--- config.mk ---
export PLATFORM = sky130hd
export DESIGN_NAME = vsf_core
export DESIGN_NICKNAME = d
export VERILOG_FILES = /design/src/hw/vsf_pkg.sv /design/src/hw/vsf_core.sv /design/src/hw/vsf_sync.sv /design/src/hw/vsf_timer.sv
export SDC_FILE = /design/constraint.sdc
export NUM_CORES = 1
export LEC_CHECK = 0
export ABC_AREA = 1
export CAP_MARGIN = 0
export CORE_ASPECT_RATIO = 1.2
export CORE_MARGIN = 5
export CORE_UTILIZATION = 49
export DETAILED_ROUTE_END_ITERATION = 8
export DONT_BUFFER_PORTS = 1
export GPL_ROUTABILITY_DRIVEN = 0
export PLACE_DENSITY = 0.64
export SYNTH_ARGS = -nofsm -noshare
export SYNTH_HDL_FRONTEND = slang
export SYNTH_SLANG_ARGS = --single-unit
export TNS_END_PERCENT = 30
--- constraint.sdc ---
create_clock -name i_clk_sys -period 5.63 [get_ports i_clk_sys]
set_clock_uncertainty 0.15 [all_clocks]
set_input_delay 0 -clock i_clk_sys [delete_from_list [all_inputs] [get_ports i_clk_sys]]
set_output_delay 0 -clock i_clk_sys [all_outputs]
set_load 0.05 [all_outputs]
--- src/hw/vsf_pkg.sv ---
// constants for the valley select and fault sequencer
package vsf_pkg;
  // ==========================================================
  // clock and timing
  localparam int CLK_KHZ            = 10000;
  localparam int TIMEOUT_NS         = 6500;
  localparam int LIMIT_BLANK_NS     = 300;
  localparam int OVERSHOOT_BLANK_NS = 150;
  localparam int AUX_SHORT_MS       = 90;
  localparam int LINE_BLANK_MS      = 25;
  localparam int RECOVERY_MS        = 4000;
  localparam int TIMEOUT_CYCLES     = (TIMEOUT_NS * CLK_KHZ + 999999) / 1000000;
  localparam int LIMIT_BLANK_CYCLES = (LIMIT_BLANK_NS * CLK_KHZ + 999999) / 1000000;
  localparam int OVSH_BLANK_CYCLES  = (OVERSHOOT_BLANK_NS * CLK_KHZ + 999999) / 1000000;
  localparam int AUX_SHORT_CYCLES   = AUX_SHORT_MS * CLK_KHZ;
  localparam int LINE_BLANK_CYCLES  = LINE_BLANK_MS * CLK_KHZ;
  localparam int RECOVERY_CYCLES    = RECOVERY_MS * CLK_KHZ;
  localparam int OVERSHOOT_LIMIT    = 4;

  // ==========================================================
  // dimming scale, digitised dimming input of 8 bits
  localparam int DIM_FS_MV       = 3300;
  localparam int DIM_LOW_MV      = 700;
  localparam int DIM_FULL_MV     = 2450;
  localparam logic [7:0] DIM_LOW_CODE  = 8'(DIM_LOW_MV * 255 / DIM_FS_MV);
  localparam logic [7:0] DIM_FULL_CODE = 8'(DIM_FULL_MV * 255 / DIM_FS_MV);
  localparam logic [7:0] REF_FULL      = 8'hff;

  // ==========================================================
  // register map
  localparam logic [7:0] CTRL_ADDR   = 8'h00;
  localparam logic [7:0] STATUS_ADDR = 8'h04;
  localparam int CTRL_LATCH_BIT   = 0;
  localparam int CTRL_VALLEY_LSB  = 4;
  localparam logic [3:0] FOLDBACK_VALLEYS_RST = 4'h3;
  localparam logic       LATCH_VARIANT_RST    = 1'b0;

  // ==========================================================
  // fault sequencer states
  typedef enum logic [3:0] {
    ST_RUN     = 4'h1,
    ST_RECOVER = 4'h2,
    ST_WAIT    = 4'h4,
    ST_LATCHED = 4'h8
  } fault_state_t;
endpackage

--- src/hw/vsf_core.sv ---
// valley select, dimming gate and fault sequencer with ahb-lite registers
`timescale 1ns/1ns
module vsf_core #(
  parameter int AUX_SHORT_CYCLES  = vsf_pkg::AUX_SHORT_CYCLES,
  parameter int LINE_BLANK_CYCLES = vsf_pkg::LINE_BLANK_CYCLES,
  parameter int RECOVERY_CYCLES   = vsf_pkg::RECOVERY_CYCLES
) (
  // clock and reset
  input  wire logic        i_clk_sys,
  input  wire logic        i_resetn,
  // ahb-lite slave
  input  wire logic        i_hsel,
  input  wire logic [31:0] i_haddr,
  input  wire logic [1:0]  i_htrans,
  input  wire logic        i_hwrite,
  input  wire logic [2:0]  i_hsize,
  input  wire logic [31:0] i_hwdata,
  input  wire logic        i_hready,
  output logic      [31:0] o_hrdata,
  output logic             o_hreadyout,
  output logic             o_hresp,
  // analog comparators
  input  wire logic        i_valley_below,
  input  wire logic        i_aux_above_short,
  input  wire logic        i_line_below_low,
  input  wire logic        i_line_above_high,
  input  wire logic        i_setpoint_trip,
  input  wire logic        i_peak_limit_trip,
  input  wire logic        i_overshoot_trip,
  input  wire logic        i_supply_ovp,
  input  wire logic        i_supply_good,
  input  wire logic        i_supply_below_reset,
  input  wire logic        i_thermal_foldback,
  // digitised dimming input, same clock
  input  wire logic [7:0]  i_dimming_input,
  // gate drive and analog controls
  output logic             o_drive_latch,
  output logic             o_feedforward_en,
  output logic [7:0]       o_current_reference,
  output logic             o_valley_clock
);
  // ==========================================================
  // reset release
  logic [1:0] rst_ff;
  logic       rst_n;

  // assert at once, release through two flops
  always_ff @(posedge i_clk_sys or negedge i_resetn) begin
    if (!i_resetn) begin
      rst_ff <= 2'b00;
    end else begin
      rst_ff <= {rst_ff[0], 1'b1};
    end
  end
  assign rst_n = rst_ff[1];

  // ==========================================================
  // comparator synchronisation
  logic valley_low_s, aux_above_s, line_low_s, line_high_s, setpoint_s;
  logic limit_s, ovsh_s, ovp_s, good_s, supply_reset_s, foldback_s;

  vsf_sync #(.WIDTH(11)) u_sync (
    .i_clk_sys (i_clk_sys),
    .i_rst_n   (rst_n),
    .i_async   ({i_valley_below, i_aux_above_short, i_line_below_low,
                 i_line_above_high, i_setpoint_trip, i_peak_limit_trip,
                 i_overshoot_trip, i_supply_ovp, i_supply_good,
                 i_supply_below_reset, i_thermal_foldback}),
    .o_sync    ({valley_low_s, aux_above_s, line_low_s, line_high_s,
                 setpoint_s, limit_s, ovsh_s, ovp_s, good_s,
                 supply_reset_s, foldback_s})
  );

  // ==========================================================
  // registers and state
  vsf_pkg::fault_state_t fault_state;
  vsf_pkg::fault_state_t next_fault_state;
  logic       latch_variant;
  logic [3:0] foldback_valleys;
  logic       high_line;
  logic       valley_low_d;
  logic       aux_fault, wod_fault, ovp_fault;
  logic [2:0] ovsh_count;
  logic       ovsh_seen;
  logic [3:0] valley_count;
  logic [7:0] on_cnt;
  logic       tmo_done, aux_done, line_done, rec_done;
  logic       valley_edge, running, dim_on, start_pulse, end_pulse;
  logic       ovsh_fault_evt, any_fault, latchable;
  logic [3:0] valleys_needed;
  logic       limit_active, ovsh_active;

  // ==========================================================
  // valley clock
  always_ff @(posedge i_clk_sys or negedge rst_n) begin
    if (!rst_n) begin
      valley_low_d <= 1'b0;
    end else begin
      valley_low_d <= valley_low_s;
    end
  end
  assign valley_edge = valley_low_s & ~valley_low_d;

  // time-out restarts every interval while sense stays low
  vsf_timer #(.LIMIT(vsf_pkg::TIMEOUT_CYCLES)) u_timeout (
    .i_clk_sys (i_clk_sys),
    .i_rst_n   (rst_n),
    .i_clear   (~valley_low_s),
    .i_run     (valley_low_s),
    .o_done    (tmo_done)
  );
  assign o_valley_clock = valley_edge | tmo_done;

  // ==========================================================
  // auxiliary short timer, held clear while switching is off
  vsf_timer #(.LIMIT(AUX_SHORT_CYCLES)) u_aux_short (
    .i_clk_sys (i_clk_sys),
    .i_rst_n   (rst_n),
    .i_clear   (aux_above_s | ~running),
    .i_run     (1'b1),
    .o_done    (aux_done)
  );

  // ==========================================================
  // line range
  vsf_timer #(.LIMIT(LINE_BLANK_CYCLES)) u_line_blank (
    .i_clk_sys (i_clk_sys),
    .i_rst_n   (rst_n),
    .i_clear   (~line_low_s),
    .i_run     (1'b1),
    .o_done    (line_done)
  );

  // high line at once, low line after blanking
  always_ff @(posedge i_clk_sys or negedge rst_n) begin
    if (!rst_n) begin
      high_line <= 1'b0;
    end else if (line_high_s) begin
      high_line <= 1'b1;
    end else if (line_done) begin
      high_line <= 1'b0;
    end
  end

  // ==========================================================
  // dimming reference
  function automatic logic [7:0] dim_scale(input logic [7:0] code);
    logic [15:0] prod;
    prod = 16'(code - vsf_pkg::DIM_LOW_CODE) * 16'(vsf_pkg::REF_FULL);
    if (code <= vsf_pkg::DIM_LOW_CODE) begin
      dim_scale = 8'h00;
    end else if (code >= vsf_pkg::DIM_FULL_CODE) begin
      dim_scale = vsf_pkg::REF_FULL;
    end else begin
      dim_scale = 8'(prod / 16'(vsf_pkg::DIM_FULL_CODE - vsf_pkg::DIM_LOW_CODE));
    end
  endfunction

  // current reference registered from the dimming code
  always_ff @(posedge i_clk_sys or negedge rst_n) begin
    if (!rst_n) begin
      o_current_reference <= 8'h00;
    end else begin
      o_current_reference <= dim_scale(i_dimming_input);
    end
  end
  assign dim_on = i_dimming_input > vsf_pkg::DIM_LOW_CODE;

  // ==========================================================
  // valley selection
  always_comb begin
    if (foldback_s) begin
      valleys_needed = foldback_valleys;
    end else if (high_line) begin
      valleys_needed = 4'h2;
    end else begin
      valleys_needed = 4'h1;
    end
  end

  // count valley clocks during off-time, saturating
  always_ff @(posedge i_clk_sys or negedge rst_n) begin
    if (!rst_n) begin
      valley_count <= 4'h0;
    end else if (o_drive_latch) begin
      valley_count <= 4'h0;
    end else if (o_valley_clock && valley_count != 4'hf) begin
      valley_count <= valley_count + 4'h1;
    end
  end

  assign running     = (fault_state == vsf_pkg::ST_RUN);
  assign start_pulse = ~o_drive_latch & running & dim_on & o_valley_clock &
                       ((5'(valley_count) + 5'h01) >= 5'(valleys_needed));
  assign limit_active = on_cnt >= 8'(vsf_pkg::LIMIT_BLANK_CYCLES);
  assign ovsh_active  = on_cnt >= 8'(vsf_pkg::OVSH_BLANK_CYCLES);
  assign end_pulse   = o_drive_latch &
                       (setpoint_s | (limit_s & limit_active) | ~running | ~dim_on);

  // ==========================================================
  // gate drive and on-time counter
  always_ff @(posedge i_clk_sys or negedge rst_n) begin
    if (!rst_n) begin
      o_drive_latch <= 1'b0;
      on_cnt        <= 8'h00;
    end else if (end_pulse) begin
      o_drive_latch <= 1'b0;
      on_cnt        <= 8'h00;
    end else if (start_pulse) begin
      o_drive_latch <= 1'b1;
      on_cnt        <= 8'h00;
    end else if (o_drive_latch && on_cnt != 8'hff) begin
      on_cnt <= on_cnt + 8'h01;
    end
  end
  assign o_feedforward_en = o_drive_latch;

  // ==========================================================
  // overshoot period counter
  always_ff @(posedge i_clk_sys or negedge rst_n) begin
    if (!rst_n) begin
      ovsh_seen  <= 1'b0;
      ovsh_count <= 3'h0;
    end else if (!running) begin
      ovsh_seen  <= 1'b0;
      ovsh_count <= 3'h0;
    end else if (end_pulse) begin
      ovsh_seen  <= 1'b0;
      ovsh_count <= (ovsh_seen | (ovsh_s & ovsh_active)) ? ovsh_count + 3'h1 : 3'h0;
    end else if (o_drive_latch && ovsh_s && ovsh_active) begin
      ovsh_seen <= 1'b1;
    end
  end
  assign ovsh_fault_evt = (ovsh_count == 3'(vsf_pkg::OVERSHOOT_LIMIT));

  // ==========================================================
  // fault sequencer
  assign latchable = aux_done | ovsh_fault_evt;
  assign any_fault = latchable | ovp_s;

  vsf_timer #(.LIMIT(RECOVERY_CYCLES)) u_recovery (
    .i_clk_sys (i_clk_sys),
    .i_rst_n   (rst_n),
    .i_clear   (fault_state != vsf_pkg::ST_RECOVER),
    .i_run     (1'b1),
    .o_done    (rec_done)
  );

  always_comb begin
    next_fault_state = fault_state;
    unique case (fault_state)
      vsf_pkg::ST_RUN: begin
        if (latchable && latch_variant) begin
          next_fault_state = vsf_pkg::ST_LATCHED;
        end else if (any_fault) begin
          next_fault_state = vsf_pkg::ST_RECOVER;
        end
      end
      vsf_pkg::ST_RECOVER: begin
        if (rec_done) begin
          next_fault_state = vsf_pkg::ST_WAIT;
        end
      end
      vsf_pkg::ST_WAIT: begin
        if (good_s && !ovp_s) begin
          next_fault_state = vsf_pkg::ST_RUN;
        end
      end
      vsf_pkg::ST_LATCHED: begin
        if (supply_reset_s) begin
          next_fault_state = vsf_pkg::ST_RUN;
        end
      end
      default: next_fault_state = vsf_pkg::ST_LATCHED;
    endcase
  end

  always_ff @(posedge i_clk_sys or negedge rst_n) begin
    if (!rst_n) begin
      fault_state <= vsf_pkg::ST_RUN;
    end else begin
      fault_state <= next_fault_state;
    end
  end

  // fault causes, cleared on restart, a new event wins
  always_ff @(posedge i_clk_sys or negedge rst_n) begin
    if (!rst_n) begin
      aux_fault <= 1'b0;
      wod_fault <= 1'b0;
      ovp_fault <= 1'b0;
    end else begin
      aux_fault <= (aux_fault & ~(next_fault_state == vsf_pkg::ST_RUN)) | aux_done;
      wod_fault <= (wod_fault & ~(next_fault_state == vsf_pkg::ST_RUN)) | ovsh_fault_evt;
      ovp_fault <= (ovp_fault & ~(next_fault_state == vsf_pkg::ST_RUN)) | (ovp_s & running);
    end
  end

  // ==========================================================
  // ahb-lite slave, zero wait states
  logic       wr_pend;
  logic [7:0] wr_addr;
  logic       addr_ok;

  assign addr_ok     = i_hsel & i_htrans[1] & i_hready;
  assign o_hreadyout = 1'b1;
  assign o_hresp     = 1'b0;

  // address phase capture and read data
  always_ff @(posedge i_clk_sys or negedge rst_n) begin
    if (!rst_n) begin
      wr_pend  <= 1'b0;
      wr_addr  <= 8'h00;
      o_hrdata <= 32'h0000_0000;
    end else begin
      wr_pend <= addr_ok & i_hwrite;
      wr_addr <= i_haddr[7:0];
      if (addr_ok && !i_hwrite && i_haddr[31:8] == 24'h00_0000) begin
        unique case (i_haddr[7:0])
          vsf_pkg::CTRL_ADDR:   o_hrdata <= {24'h00_0000, foldback_valleys, 3'h0, latch_variant};
          vsf_pkg::STATUS_ADDR: o_hrdata <= {23'h00_0000, ovp_fault, wod_fault, aux_fault,
                                             fault_state, o_drive_latch, high_line};
          default:              o_hrdata <= 32'h0000_0000;
        endcase
      end else begin
        o_hrdata <= 32'h0000_0000;
      end
    end
  end

  // control register write in the data phase
  always_ff @(posedge i_clk_sys or negedge rst_n) begin
    if (!rst_n) begin
      latch_variant    <= vsf_pkg::LATCH_VARIANT_RST;
      foldback_valleys <= vsf_pkg::FOLDBACK_VALLEYS_RST;
    end else if (wr_pend && wr_addr == vsf_pkg::CTRL_ADDR) begin
      latch_variant    <= i_hwdata[vsf_pkg::CTRL_LATCH_BIT];
      foldback_valleys <= i_hwdata[vsf_pkg::CTRL_VALLEY_LSB +: 4];
    end
  end

  // ==========================================================
  // checks
  chk_valley_edge_clock: assert property (@(posedge i_clk_sys) disable iff (!rst_n)
    $rose(valley_low_s) |-> o_valley_clock)
    else $error("valley edge gave no valley clock");
  chk_timeout_only_low: assert property (@(posedge i_clk_sys) disable iff (!rst_n)
    tmo_done |-> $past(valley_low_s) && $past(valley_low_s, 2))
    else $error("time-out pulse without low sense");
  chk_off_blocks_drive: assert property (@(posedge i_clk_sys) disable iff (!rst_n)
    !running |=> !o_drive_latch)
    else $error("drive active in off state");
  chk_dim_blocks_drive: assert property (@(posedge i_clk_sys) disable iff (!rst_n)
    !dim_on |=> !o_drive_latch)
    else $error("drive active with dimming low");
  chk_limit_ends_pulse: assert property (@(posedge i_clk_sys) disable iff (!rst_n)
    o_drive_latch && limit_s && on_cnt >= 8'd3 |=> !o_drive_latch)
    else $error("limit trip did not end pulse");
  chk_feedforward_gate: assert property (@(posedge i_clk_sys) disable iff (!rst_n)
    $rose(o_drive_latch) |-> o_feedforward_en ##1 (o_feedforward_en == o_drive_latch))
    else $error("feedforward not tied to drive");
  chk_high_line_fast: assert property (@(posedge i_clk_sys) disable iff (!rst_n)
    line_high_s |=> high_line)
    else $error("high line not taken at once");
  chk_ovp_recovers: assert property (@(posedge i_clk_sys) disable iff (!rst_n)
    running && ovp_s && !latchable |=> fault_state == vsf_pkg::ST_RECOVER)
    else $error("supply overvoltage did not auto-recover");
  chk_wod_latches: assert property (@(posedge i_clk_sys) disable iff (!rst_n)
    running && ovsh_count == 3'd4 && latch_variant |=> fault_state == vsf_pkg::ST_LATCHED)
    else $error("fourth overshoot did not latch");
  chk_latch_holds: assert property (@(posedge i_clk_sys) disable iff (!rst_n)
    fault_state == vsf_pkg::ST_LATCHED && !supply_reset_s |=> fault_state == vsf_pkg::ST_LATCHED)
    else $error("latched fault released early");
  chk_ref_zero_low: assert property (@(posedge i_clk_sys) disable iff (!rst_n)
    i_dimming_input <= vsf_pkg::DIM_LOW_CODE |=> o_current_reference == 8'h00)
    else $error("reference not zero at low dimming");
endmodule // vsf_core

--- src/hw/vsf_sync.sv ---
// two flip-flop synchroniser for comparator levels
`timescale 1ns/1ns
module vsf_sync #(
  parameter int WIDTH = 1
) (
  // clock and reset
  input  wire logic             i_clk_sys,
  input  wire logic             i_rst_n,
  // levels
  input  wire logic [WIDTH-1:0] i_async,
  output logic      [WIDTH-1:0] o_sync
);
  logic [WIDTH-1:0] meta;

  // first stage feeds only the second
  always_ff @(posedge i_clk_sys or negedge i_rst_n) begin
    if (!i_rst_n) begin
      meta   <= '0;
      o_sync <= '0;
    end else begin
      meta   <= i_async;
      o_sync <= meta;
    end
  end
endmodule // vsf_sync

--- src/hw/vsf_timer.sv ---
// interval counter with terminal pulse
`timescale 1ns/1ns
module vsf_timer #(
  parameter int LIMIT = 65
) (
  // clock and reset
  input  wire logic i_clk_sys,
  input  wire logic i_rst_n,
  // control
  input  wire logic i_clear,
  input  wire logic i_run,
  // terminal pulse
  output logic      o_done
);
  localparam int WIDTH = $clog2(LIMIT + 1);
  localparam logic [WIDTH-1:0] LAST = WIDTH'(LIMIT - 1);
  logic [WIDTH-1:0] cnt;

  // count while running, wrap and pulse at the terminal count
  always_ff @(posedge i_clk_sys or negedge i_rst_n) begin
    if (!i_rst_n) begin
      cnt    <= '0;
      o_done <= 1'b0;
    end else if (i_clear) begin
      cnt    <= '0;
      o_done <= 1'b0;
    end else if (i_run) begin
      o_done <= (cnt == LAST);
      cnt    <= (cnt == LAST) ? '0 : cnt + 1'b1;
    end else begin
      o_done <= 1'b0;
    end
  end
endmodule // vsf_timer

-- Word level (Yosys, flattened, before mapping)
Cells that the tools add are included.
- bits in read-only memories: 0
- RAM bits: 0
- memories kept: 0
- register bits after elaboration: 156
- bits in latches: 0
- bits of input ports: 93
- $lt $le $gt $ge: 6
- equality and inequality tests: 16
- reduce and logical (&&, ||, !) cells: 18
- muxes and demuxes: 39
- shift-type cells: 0
- $mul: 1
- $add $sub $neg: 9
- div/mod/pow operators: 1
- bitwise logic cells: 31
- operators with widths (cell ; number):
    $mux 26 ; 2
    $mux 20 ; 2
    $mux 8 ; 5
    $mux 18 ; 2
    $mux 4 ; 8
    $add 26x1->26 const B ; 1
    $eq 26x26->1 const B ; 1
    $logic_not 24->1 ; 1
    $add 20x1->20 const B ; 1
    $eq 20x20->1 const B ; 1
    $add 18x1->18 const B ; 1
    $eq 18x18->1 const B ; 1
    $pmux 9 s2 ; 1
    $div 16x8->16 const B ; 1
    $ge 8x2->1 const B ; 2
    $logic_not 8->1 ; 2
    $mul 9x9->16 const B ; 1
    $pmux 4 s4 ; 1
    $and 1x1->1 ; 15
    $mux 7 ; 2
    $mux 1 ; 11
    $or 1x1->1 ; 11
    $logic_and 1x1->1 ; 9
    $mux 3 ; 3
    28 further kinds ; 36

-- Longest topological paths before layout
Gate-level depths: netlist (run 1).
- word-level depth: 10
- mapped depth: 82
- depth with buffers taken out: 82

-- Cells and area by module
Synthesis (run 1) repeated with hierarchy kept, for this count alone.
- cells, all modules: 1745
- area, all modules: 12560.8 µm²
- by module, submodules not included (module ; cells an instance ; area an instance (µm²) ; sequential area each (µm²) ; instances):
    vsf_core ; 1044 ; 7244.4 ; 1480.2 ; 1
    vsf_timer (u_recovery) ; 261 ; 1813.0 ; 675.6 ; 1
    vsf_timer (u_aux_short) ; 195 ; 1330.0 ; 525.5 ; 1
    vsf_timer (u_line_blank) ; 158 ; 1138.6 ; 475.5 ; 1
    vsf_sync ; 22 ; 550.5 ; 550.5 ; 1
    vsf_timer (u_timeout) ; 65 ; 484.2 ; 200.2 ; 1

-- Worst setup path before layout (run 1)
No wires, ideal clock.
- kind: input-to-reg
- start: input port i_dimming_input[1]
- end: register o_current_reference[0]
- path buffers: 0
- path slack: -3381 ps
- arrival: 8737 ps
- stages: 75
- library setup time: 124 ps
- cells stage by stage: ha_1 inv_1 nand2_1 nand3_1 inv_1 nor2_1 nand2_1 nand2_1 inv_1 ha_1 fa_1 inv_1 fa_1 fa_1 inv_1 ha_1 nand2_2 inv_1 [39 not listed] inv_1 nor2_2 nand2_4 nand2_4 nand2_2 nand2_1 inv_1 ha_1 nand3_1 nand2_2 nand2_4 nand3_4 nand2_1 nand2_1 clkinv_1 nand2_1 o21bai_1 a21oi_1
- cells in the longest elaborated chain, start to end: 5
- ends and longest elaborated chain (what ; RTL line ; text):
    start, declared ; vsf_core.sv:35 ; input wire logic [7:0] i_dimming_input,
    $sub 8x6->9 ; vsf_core.sv:149 ; prod = 16'(code - vsf_pkg::DIM_LOW_CODE) * 16'(vsf_pkg::REF_FULL);
    $mul 9x9->16 ; vsf_core.sv:149 ;
    $div 16x8->16 ; vsf_core.sv:155 ; dim_scale = 8'(prod / 16'(vsf_pkg::DIM_FULL_CODE - vsf_pkg::DIM_LOW_CODE));
    $mux 8 ; vsf_core.sv:152 ; end else if (code >= vsf_pkg::DIM_FULL_CODE) begin
    $mux 8 (*) ; vsf_core.sv:150 ; if (code <= vsf_pkg::DIM_LOW_CODE) begin
    end signal, assigned ; vsf_core.sv:164 ; o_current_reference <= dim_scale(i_dimming_input);
    end, declared ; vsf_core.sv:39 ; output logic [7:0] o_current_reference,
Every way passes the cells marked *; elsewhere a longest branch is shown, timed or not.
A chain may end at the register's enable or synchronous reset.

-- Worst setup path after layout (run 1)
- start: input port i_dimming_input[2]
- end: register o_current_reference[0]
Same word-level chain as after synthesis.

==> results of run 1 <==
[layer usage]
metal | track usage, % | part of all wire, %
met4 | 5.00 | 1.5
met5 | 0 | 0
met1 | 25.1 | 42
met2 | 38.3 | 53
met3 | 3.20 | 3.5
[cell usage after synthesis, types with 3 or more instances]
cell      instances
nand4_2           4
buf_4            26
nand4_1          22
nor2_4            7
nor4_1           21
o21ai_0          32
dfstp_2           3
nand2_2          48
fa_1             32
nor2_2            9
o21a_1            3
nor2_1          142
mux2_2            6
ha_1             48
inv_2            12
or4_1             3
o22ai_1           6
nor3_1           57
nand2_4          21
a21oi_1          46
nand3_2          14
clkinv_2          3
clkbuf_1          5
nand3_1         112
xor2_1           29
nor3b_1          10
a31oi_1           7
xnor2_1          15
nand3b_1          8
o21bai_1          5
inv_1           287
or2_2             3
o21ai_1           7
dfrtp_1         153
nand2_1         273
nand3_4           5
[sequential cells by signal, summed over array words and instances, names as in the netlist, 2 cells and up]
register and flops:
ovsh_count 3, u_sync.o_sync 11, o_current_reference 8, u_aux_short.cnt 20, rst_ff 2, o_hrdata 9, wr_addr 8, u_timeout.cnt 7
u_line_blank.cnt 18, u_sync.meta 11, fault_state 4, valley_count 4, on_cnt 8, u_recovery.cnt 26, foldback_valleys 4
[critical path: cells and delay by family]
family                     cells  cell delay, ps
AOI/OAI and AO/OA              2             270
adders and majority gates      6            2600
xor gates and xnor gates       1             180
and+or+nand+nor               51            5000
buffers and inverters         11             870
[worst paths after layout]
path | startpoint | end | slack [ps] | depth (start not counted)
setup / recovery | i_dimming_input[2] | o_current_reference[0] | -3170 | 71
max in group asynchronous | rst_ff[1] | o_current_reference[5] | 3920 | 1
hold reg to reg | u_sync.meta[10] | u_sync.o_sync[10] | 200 | 0
hold / removal | i_haddr[1] | wr_addr[1] | 30 | 1
min in group asynchronous | i_resetn | rst_ff[0] | 180 | 2
setup reg to reg | u_recovery.cnt[2] | u_recovery.cnt[25] | 2450 | 17
[stage by stage]
stage	instances	instance area, um^2	utilization (%)	setup TNS (ps)
after CTS	2076	14800	63.8	-11230
after global placement	1976	13300	57.1	-14790
final	2093	15200	65.7	-12270
after detailed placement	1976	13300	57.1	-15740
after floorplan	1535	11900	-	-11220
after global routing	2093	15200	65.7	-15290
[cell families (layout without fill, tap and decap cells)]
family	Yosys count	after routing	share of synthesized area, %
flops	156	156	33.7
compound gates	118	118	5.83
simple gates	769	771	33.9
buf+inv	335	576	11.7
xor+xnor	45	45	3.47
fa+ha+maj	80	80	10.7
other cells	2	26	0.0648
mux	6	6	0.583
[cell type report]
| cell class | count | share of cell area, % |
|---|---|---|
| inverter | 304 | 7.54 |
| tap | 315 | 2.59 |
| clock inverter | 13 | 0.862 |
| timing repair buffer | 241 | 12.6 |
| clock buffer | 18 | 2.82 |
| multi-input combinational | 1046 | 47.9 |
| sequential | 156 | 25.7 |
[what timing repair did]
item | in CTS | in global routing
gates cloned | 2 | 0
endpoints found under the hold margin | 37 | 0
gates resized for setup | 74 | 66
hold buffers | 42 | 0
setup buffers | 25 | 18
pin swaps | 80 | 48
endpoints found under the setup margin | 6 | 7
==> summary.md, run 1 <==
| Metric | Value |
|---|---|
| Top-area cell type share of the netlist area | `33.1%` |
| Seq/Total Area, Yosys | `33.7%` |
| Chip Width | `roughly 150 um` |
| Clk pin slew, worst setup/hold paths | `60 ps` |
| Area grow syn2layout | `31.6%` |
| Asr flop ratio synth | `100%` |
| RSZ-0062 raised after global routing | `true` |
| Commonest non-fill, non-tap cell in the layout | `inv_1` |
| Setup violators final | `6` |
| CP Data Required Time | `5780 ps` |
| GRT Overall Usage | `20.7%` |
| Vias | `10,200` |
| Synth warn | `0` |
| Status | `finished, violations left` |
| HP Class | `in2reg` |
| Nets | `1,939` |
| TritonCTS Buffers | `17` |
| # diodes | `0` |
| Tmin final | `8800 ps` |
| Slew @ Worst Pin | `1050 ps` |
| Fmax | `114 MHz` |
| Flops & latches, synth | `156` |
| Vias/cell | `around 4.9` |
| Post-route ant nets | `0` |
| Die height | `178 um` |
| Crit Path Max Fanout | `8` |
| Skew-Pair Late Insertion Delay | `approximately 420 ps` |
| Final worst slack | `-3170 ps` |
| Post-synth EDFFs | `0` |
| # rows | `between 60 and 70` |
| Vias in the first global route | `10,400` |
| First drt pass iteration count | `5` |
| Tcrit/Tclk final | `156%` |
| # port buffers | `0` |
| Post-Place Worst Slack | `-3680 ps` |
| Area of the multi-input gates | `0.00730 mm^2` |
| Layout cell share with drive strength beyond 1 | `27.3%` |
| DR WL/cell | `12.9 um` |
| Layout filler cell count | `~2,000` |
| Top FF cell, synth | `dfrtp_1` |
| CP max stage delay | `630 ps` |
| Pin count of the biggest net entering global routing | `59` |
| # IOs | `138` |
| 1st-iter DRT viols | `398` |
| Gate count of the mapped netlist | `1,511` |
| CTS Sinks | `156` |
| Slew headroom | `29.6%` |
| CTS tree | `done` |
| CP Data Arrival Time | `between 8000 and 9000 ps` |
| Hold slack | `27.6 ps` |
| Most Frequent Cell on Critical Path | `nand2_4` |
| Fin. Hold Viols | `0` |
| Starting density of the core | `between 40% and 50%` |
| Netlist cell types | `54` |
| Clock tree root buffer cell | `clkbuf_16` |
| Max-Cap Viols | `0` |
| Final Max Tran Viols | `0` |
| Failing checks | `setup timing` |
| Floorplan core area | `0.0232 mm^2` |
| Critical Path Slowest Stage Cell | `fa_2` |
| DPL Wire Length | `approximately 20,000 um` |
| Drc violations | `0` |
| Synth top area cells | `dfrtp_1 (33%), inv_1 (9.3%), nand2_1 (8.8%), fa_1 (5.5%), ha_1 (5.2%)` |
| Global-route wire length before repair | `46,200 um` |
| Cell taking the most area after synthesis | `dfrtp_1` |
| Synthesized cell area | `0.0116 mm^2` |
| Clock buffer depth | `2` |
| Setup Crit Path Kind | `in2reg` |
| Routed WL | `around 27,000 um` |
| Syn Area/Cell | `7.67 um^2` |
| CP endpoint kind | `flop` |
| FF/Latch Area | `0.00391 mm^2` |
| H-tree depth | `4` |
| Overflow left after global routing | `0` |
| Die area | `0.0268 mm^2` |
| Commonest cells after routing, fill and taps aside | `inv_1 (274), nand2_1 (239), buf_4 (197), dfrtp_1 (152), nor2_1 (128)` |
| Initial antenna violation count | `0` |
| Critical Path Source Type | `input pin` |
Power of run 1 is left out: the tool's default activity adds up to more than one toggle a clock period on the data nets, which glitch-free logic cannot reach.
==> run 2, diff against run 1 <==
- MAX_ROUTING_LAYER: not set -> met4
==> summary.md, run 2 (same netlist as run 1, synthesis figures left out) <==
| Metric | Value |
|---|---|
| Reg2Reg Depth | `17` |
| Most Frequent Cell on Critical Path | `nand2_4` |
| Tmin final | `8780 ps` |
| Commonest non-fill, non-tap cell in the layout | `inv_1` |
| Critical Path Sink | `o_current_reference[0]` |
| Clock buffer depth | `2` |
| Vias in the first global route | `10,400` |
| DR WL/cell | `12.9 um` |
| Routed WL | `27,000 um` |
| Vias | `a little over 10,000` |
| M1 GR Usage | `25.2%` |
| First drt pass iteration count | `5` |
| Fin. Hold Viols | `0` |
| Skew-Pair Late Insertion Delay | `430 ps` |
| Fmax | `114 MHz` |
| Min-Delay Path Depth | `1` |
| Global-route wire length before repair | `46,200 um` |
| Critical Path Slowest Stage Cell | `fa_2` |
| CP Data Arrival Time | `8930 ps` |
| Final Max Tran Viols | `0` |
| Reg-to-reg slack, setup | `between 2000 and 2500 ps` |
| CP max stage delay | `630 ps` |
| CTS Sinks | `approximately 160` |
| DPL Wire Length | `~20,000 um` |
| Die height | `178 um` |
| GRT Overall Usage | `21.3%` |
| Pin count of the biggest net entering global routing | `between 50 and 60` |
| Initial antenna violation count | `0` |
| GRT met2 Usage | `roughly two fifths` |
| Area grow syn2layout | `31.7%` |
| Die area | `0.0268 mm^2` |
| Nets | `1,939` |
| Chip Width | `between 150 and 200 um` |
| Global route hottest layer | `met2` |
| # IOs | `138` |
| Tcrit/Tclk final | `156%` |
| CP Launch Point | `i_dimming_input[2]` |
| Setup Crit Path Kind | `in2reg` |
| Design Area, Final | `0.0152 mm^2` |
| Registers with the most flip-flops | `u_recovery.cnt x26, u_aux_short.cnt x20, u_line_blank.cnt x18` |
| Final worst slack | `-3150 ps` |
| # diodes | `0` |
| Floorplan core area | `0.0232 mm^2` |
| Overflow left after global routing | `0` |
| Slew @ Worst Pin | `1060 ps` |
| Status | `finished, violations left` |
| Layout cell share with drive strength beyond 1 | `27.3%` |
| FF/Latch Area | `0.00391 mm^2` |
| Max-Cap Viols | `0` |
| Slew headroom | `roughly 29%` |
| Post-route ant nets | `0` |
| RR Endpoint | `u_recovery.cnt[25]` |
| Crit Path Max Fanout | `8` |
| RSZ-0062 raised after global routing | `true` |
| Clock tree root buffer cell | `clkbuf_16` |
| Layout filler cell count | `2,004` |
| Largest register FFs | `26` |
| Biggest register | `u_recovery.cnt` |
| Met3 usage | `3.13%` |
| CTS tree | `done` |
| Drc violations | `0` |
| Area of the multi-input gates | `0.00730 mm^2` |
| Failing checks | `setup timing` |
| # rows | `~60` |
| H-tree depth | `4` |
| CP endpoint kind | `flop` |
| Reg2reg start | `u_recovery.cnt[2]` |
| CP Data Required Time | `5790 ps` |
| TritonCTS Buffers | `17` |
| Clk pin slew, worst setup/hold paths | `around 60 ps` |
| Critical Path Source Type | `input pin` |
| # port buffers | `0` |
| Starting density of the core | `49.9%` |
| Commonest cells after routing, fill and taps aside | `inv_1 (274), nand2_1 (240), buf_4 (196), dfrtp_1 (152), nor2_1 (128)` |
| Setup violators final | `6` |
| Vias/cell | `4.91` |
| 1st-iter DRT viols | `335` |
| HP Class | `in2reg` |
| Post-DP Area | `between 0.01 and 0.015 mm^2` |
[run 2: cell counts in the layout (fill, tap and decap cells not counted)]
Identical to the previous run, type by type.
[run 2: cell type report]
type / instances / area share, %
inverters: 304 / 7.56
clock buffers: 18 / 2.81
well taps: 315 / 2.58
repair buffers: 241 / 12.6
multi-input cells: 1046 / 47.9
clock inverters: 13 / 0.862
flip-flops and latches: 156 / 25.7
[run 2: what timing repair did]
| action | CTS | global route |
|---|---|---|
| hold buffers | 42 | 0 |
| hold endpoints to repair | 37 | 0 |
| resized for setup | 74 | 68 |
| pin swaps | 80 | 46 |
| setup endpoints to repair | 6 | 7 |
| gates cloned | 2 | 0 |
| buffers inserted | 25 | 17 |
[run 2: worst min-delay path by stage]
| stage | startpoint | end | slack, ps |
|---|---|---|---|
| finish | i_supply_ovp | u_sync.meta[3] | 20 |
| global route | i_supply_ovp | u_sync.meta[3] | 10 |
| CTS | i_haddr[4] | wr_addr[4] | 10 |
| detailed placement | i_resetn | rst_ff[0] | -450 |
| global placement | i_resetn | rst_ff[0] | -450 |
| floorplan | i_resetn | rst_ff[0] | -450 |
[run 2: worst max-delay path: cells and delay by family]
family	cells	cell delay, ps
compound gates	2	270
xor+xnor	2	340
fa+ha+maj	6	2590
simple gates	50	4890
buf+inv	10	840
[run 2: routing by layer]
layer | wire (um) | up-vias
met3 | 1030 | 35
met2 | 14100 | 174
met4 | 474 | 0
met1 | 11400 | 4824
li1 | - | 5252
met5 | 0 | -
[run 2: through the flow]
stage	TNS, ps	worst slack, ps	instances	util, %	hold slack (ps)
2_1_floorplan	-11220	-3070	1535	-	-446
3_3_place_gp	-14790	-3500	1976	57.1	-446
3_5_place_dp	-15740	-3680	1976	57.1	-446
4_1_cts	-11230	-2980	2076	63.8	11.2
5_1_grt	-15140	-3700	2093	65.7	11.2
6_report	-12150	-3150	2093	65.7	24.8
Power of run 2 is left out for the same reason.
==> run 3, diff against run 2 <==
- RECOVER_POWER: not set -> 50
==> summary.md, run 3 (same netlist as run 1, synthesis figures left out) <==
| Metric | Value |
|---|---|
| Die area | `about 0.027 mm^2` |
| Initial antenna violation count | `0` |
| Reg2Reg Depth | `1` |
| Vias | `10,300` |
| Area grow syn2layout | `31.5%` |
| Commonest cells after routing, fill and taps aside | `inv_1 (274), nand2_1 (240), buf_4 (193), dfrtp_1 (153), nor2_1 (128)` |
| Tcrit/Tclk final | `156%` |
| Post-route ant nets | `0` |
| Area of the multi-input gates | `0.00730 mm^2` |
| Vias in the first global route | `10,400` |
| FF/Latch Area | `0.00391 mm^2` |
| CP Data Required Time | `5790 ps` |
| Chip Width | `between 150 and 200 um` |
| Drc violations | `0` |
| CP endpoint kind | `flop` |
| Global-route wire length before repair | `46,200 um` |
| # rows | `61` |
| Slew headroom | `-58.2%` |
| Floorplan core area | `0.0232 mm^2` |
| Biggest register | `u_recovery.cnt` |
| Failing checks | `capacitance limit, slew limit, setup timing` |
| Layout filler cell count | `2,006` |
| Wl on met1 | `11,500 um` |
| DPL Wire Length | `around 20,000 um` |
| Critical Path Source Type | `input pin` |
| CP max stage delay | `630 ps` |
| H-tree depth | `4` |
| RSZ-0062 raised after global routing | `true` |
| Routed WL | `27,000 um` |
| Tmin final | `8780 ps` |
| Die height | `178 um` |
| Fmax | `114 MHz` |
| First drt pass iteration count | `4` |
| Top sig layer | `met4` |
| 1st-iter DRT viols | `350` |
| TritonCTS Buffers | `17` |
| Status | `finished, violations left` |
| Commonest non-fill, non-tap cell in the layout | `inv_1` |
| Setup Crit Path Kind | `in2reg` |
| Met3 WL | `1000 um` |
| Pin count of the biggest net entering global routing | `59` |
| DR WL/cell | `12.9 um` |
| Layout cell share with drive strength beyond 1 | `approximately 27%` |
| Skew-Pair Late Insertion Delay | `430 ps` |
| Max-Cap Viols | `3` |
| Clk pin slew, worst setup/hold paths | `60 ps` |
| Clock buffer depth | `2` |
| Clock tree root buffer cell | `clkbuf_16` |
| Overflow left after global routing | `0` |
| Most Frequent Cell on Critical Path | `nand2_4` |
| Nets | `1,939` |
| Met2 WL | `14,100 um` |
| Largest register FFs | `26` |
| # diodes | `0` |
| CTS tree | `done` |
| GRT Overall Usage | `roughly a fifth` |
| Starting density of the core | `49.9%` |
| Hold_sp | `i_supply_ovp` |
| Fin. Hold Viols | `0` |
| HP Class | `in2reg` |
| Reg2reg start | `rst_ff[1]` |
| Final Max Tran Viols | `roughly 110` |
| Crit Path Max Fanout | `8` |
| Post-route setup TNS | `-12,150 ps` |
| CP Data Arrival Time | `8930 ps` |
| Reg-to-reg slack, setup | `1570 ps` |
| Critical Path Slowest Stage Cell | `fa_2` |
| Setup violators final | `6` |
| # IOs | `about 140` |
| Slew @ Worst Pin | `2370 ps` |
| Vias/cell | `4.91` |
| Min-Delay Path Depth | `1` |
| RR Endpoint | `wr_pend` |
| # port buffers | `0` |
| Registers with the most flip-flops | `u_recovery.cnt x26, u_aux_short.cnt x20, u_line_blank.cnt x18` |
| Hold endpoint | `u_sync.meta[3]` |
| Final worst slack | `-3150 ps` |
| CTS Sinks | `156` |
[run 3: changes by cell type in the layout (fill, tap and decap cells not counted)]
cell / previous run / this run
clkbuf_1: 1 / 4
dfrtp_1: 152 / 153
and2_0: 0 / 1
buf_4: 196 / 193
dfrtp_4: 1 / 0
and2_1: 2 / 1
[run 3: area by class of cell]
class                      instances  area share, %
clock buffer                      18           2.82
clock inverter                    13          0.862
inverter                         304           7.56
multi-input combinational       1046           48.0
sequential                       156           25.7
tap                              315           2.59
timing repair buffer             241           12.6
[run 3: through the flow]
step           worst slack [ps]  hold slack (ps)  utilization (%)  cell area, um^2  std cells
2_1_floorplan             -3070             -446                -            11900       1535
3_3_place_gp              -3500             -446             57.1            13300       1976
3_5_place_dp              -3680             -446             57.1            13300       1976
4_1_cts                   -2980             11.2             63.8            14800       2076
5_1_grt                   -3700             11.2             65.7            15200       2093
6_report                  -3150             24.9             65.7            15200       2093
[run 3: routing by layer]
metal / track usage (%) / up-vias
met5: - / -
met4: 5.00 / 0
met3: 3.13 / 35
met2: 38.3 / 172
met1: 25.2 / 4826
li1: - / 5251
[run 3: worst max-delay path by stage]
| stage | from | endpoint | slack (ps) |
|---|---|---|---|
| 2_1_floorplan | i_dimming_input[1] | o_current_reference[0] | -3070 |
| 3_3_place_gp | i_dimming_input[1] | o_current_reference[0] | -3500 |
| 3_5_place_dp | i_dimming_input[1] | o_current_reference[0] | -3680 |
| 4_1_cts | i_dimming_input[2] | o_current_reference[0] | -2980 |
| 5_1_grt | i_dimming_input[2] | o_current_reference[0] | -3700 |
| 6_report | i_dimming_input[2] | o_current_reference[0] | -3150 |
[run 3: critical path, delay by kind of cell]
family                   cells  cell delay (ps)
AO/OA/AOI/OAI                2              270
XOR/XNOR                     2              340
AND/OR/NAND/NOR             50             4890
adder cells (fa/ha/maj)      6             2590
buffers and inverters       10              840
[run 3: timing repair]
action                                  in CTS  in global routing
resized for setup                           74                 68
pin swaps                                   80                 46
buffers inserted                            25                 17
hold endpoints to repair                    37                  0
hold buffers                                42                  0
endpoints found under the setup margin       6                  7
gates cloned                                 2                  0
Power of run 3 is left out for the same reason.
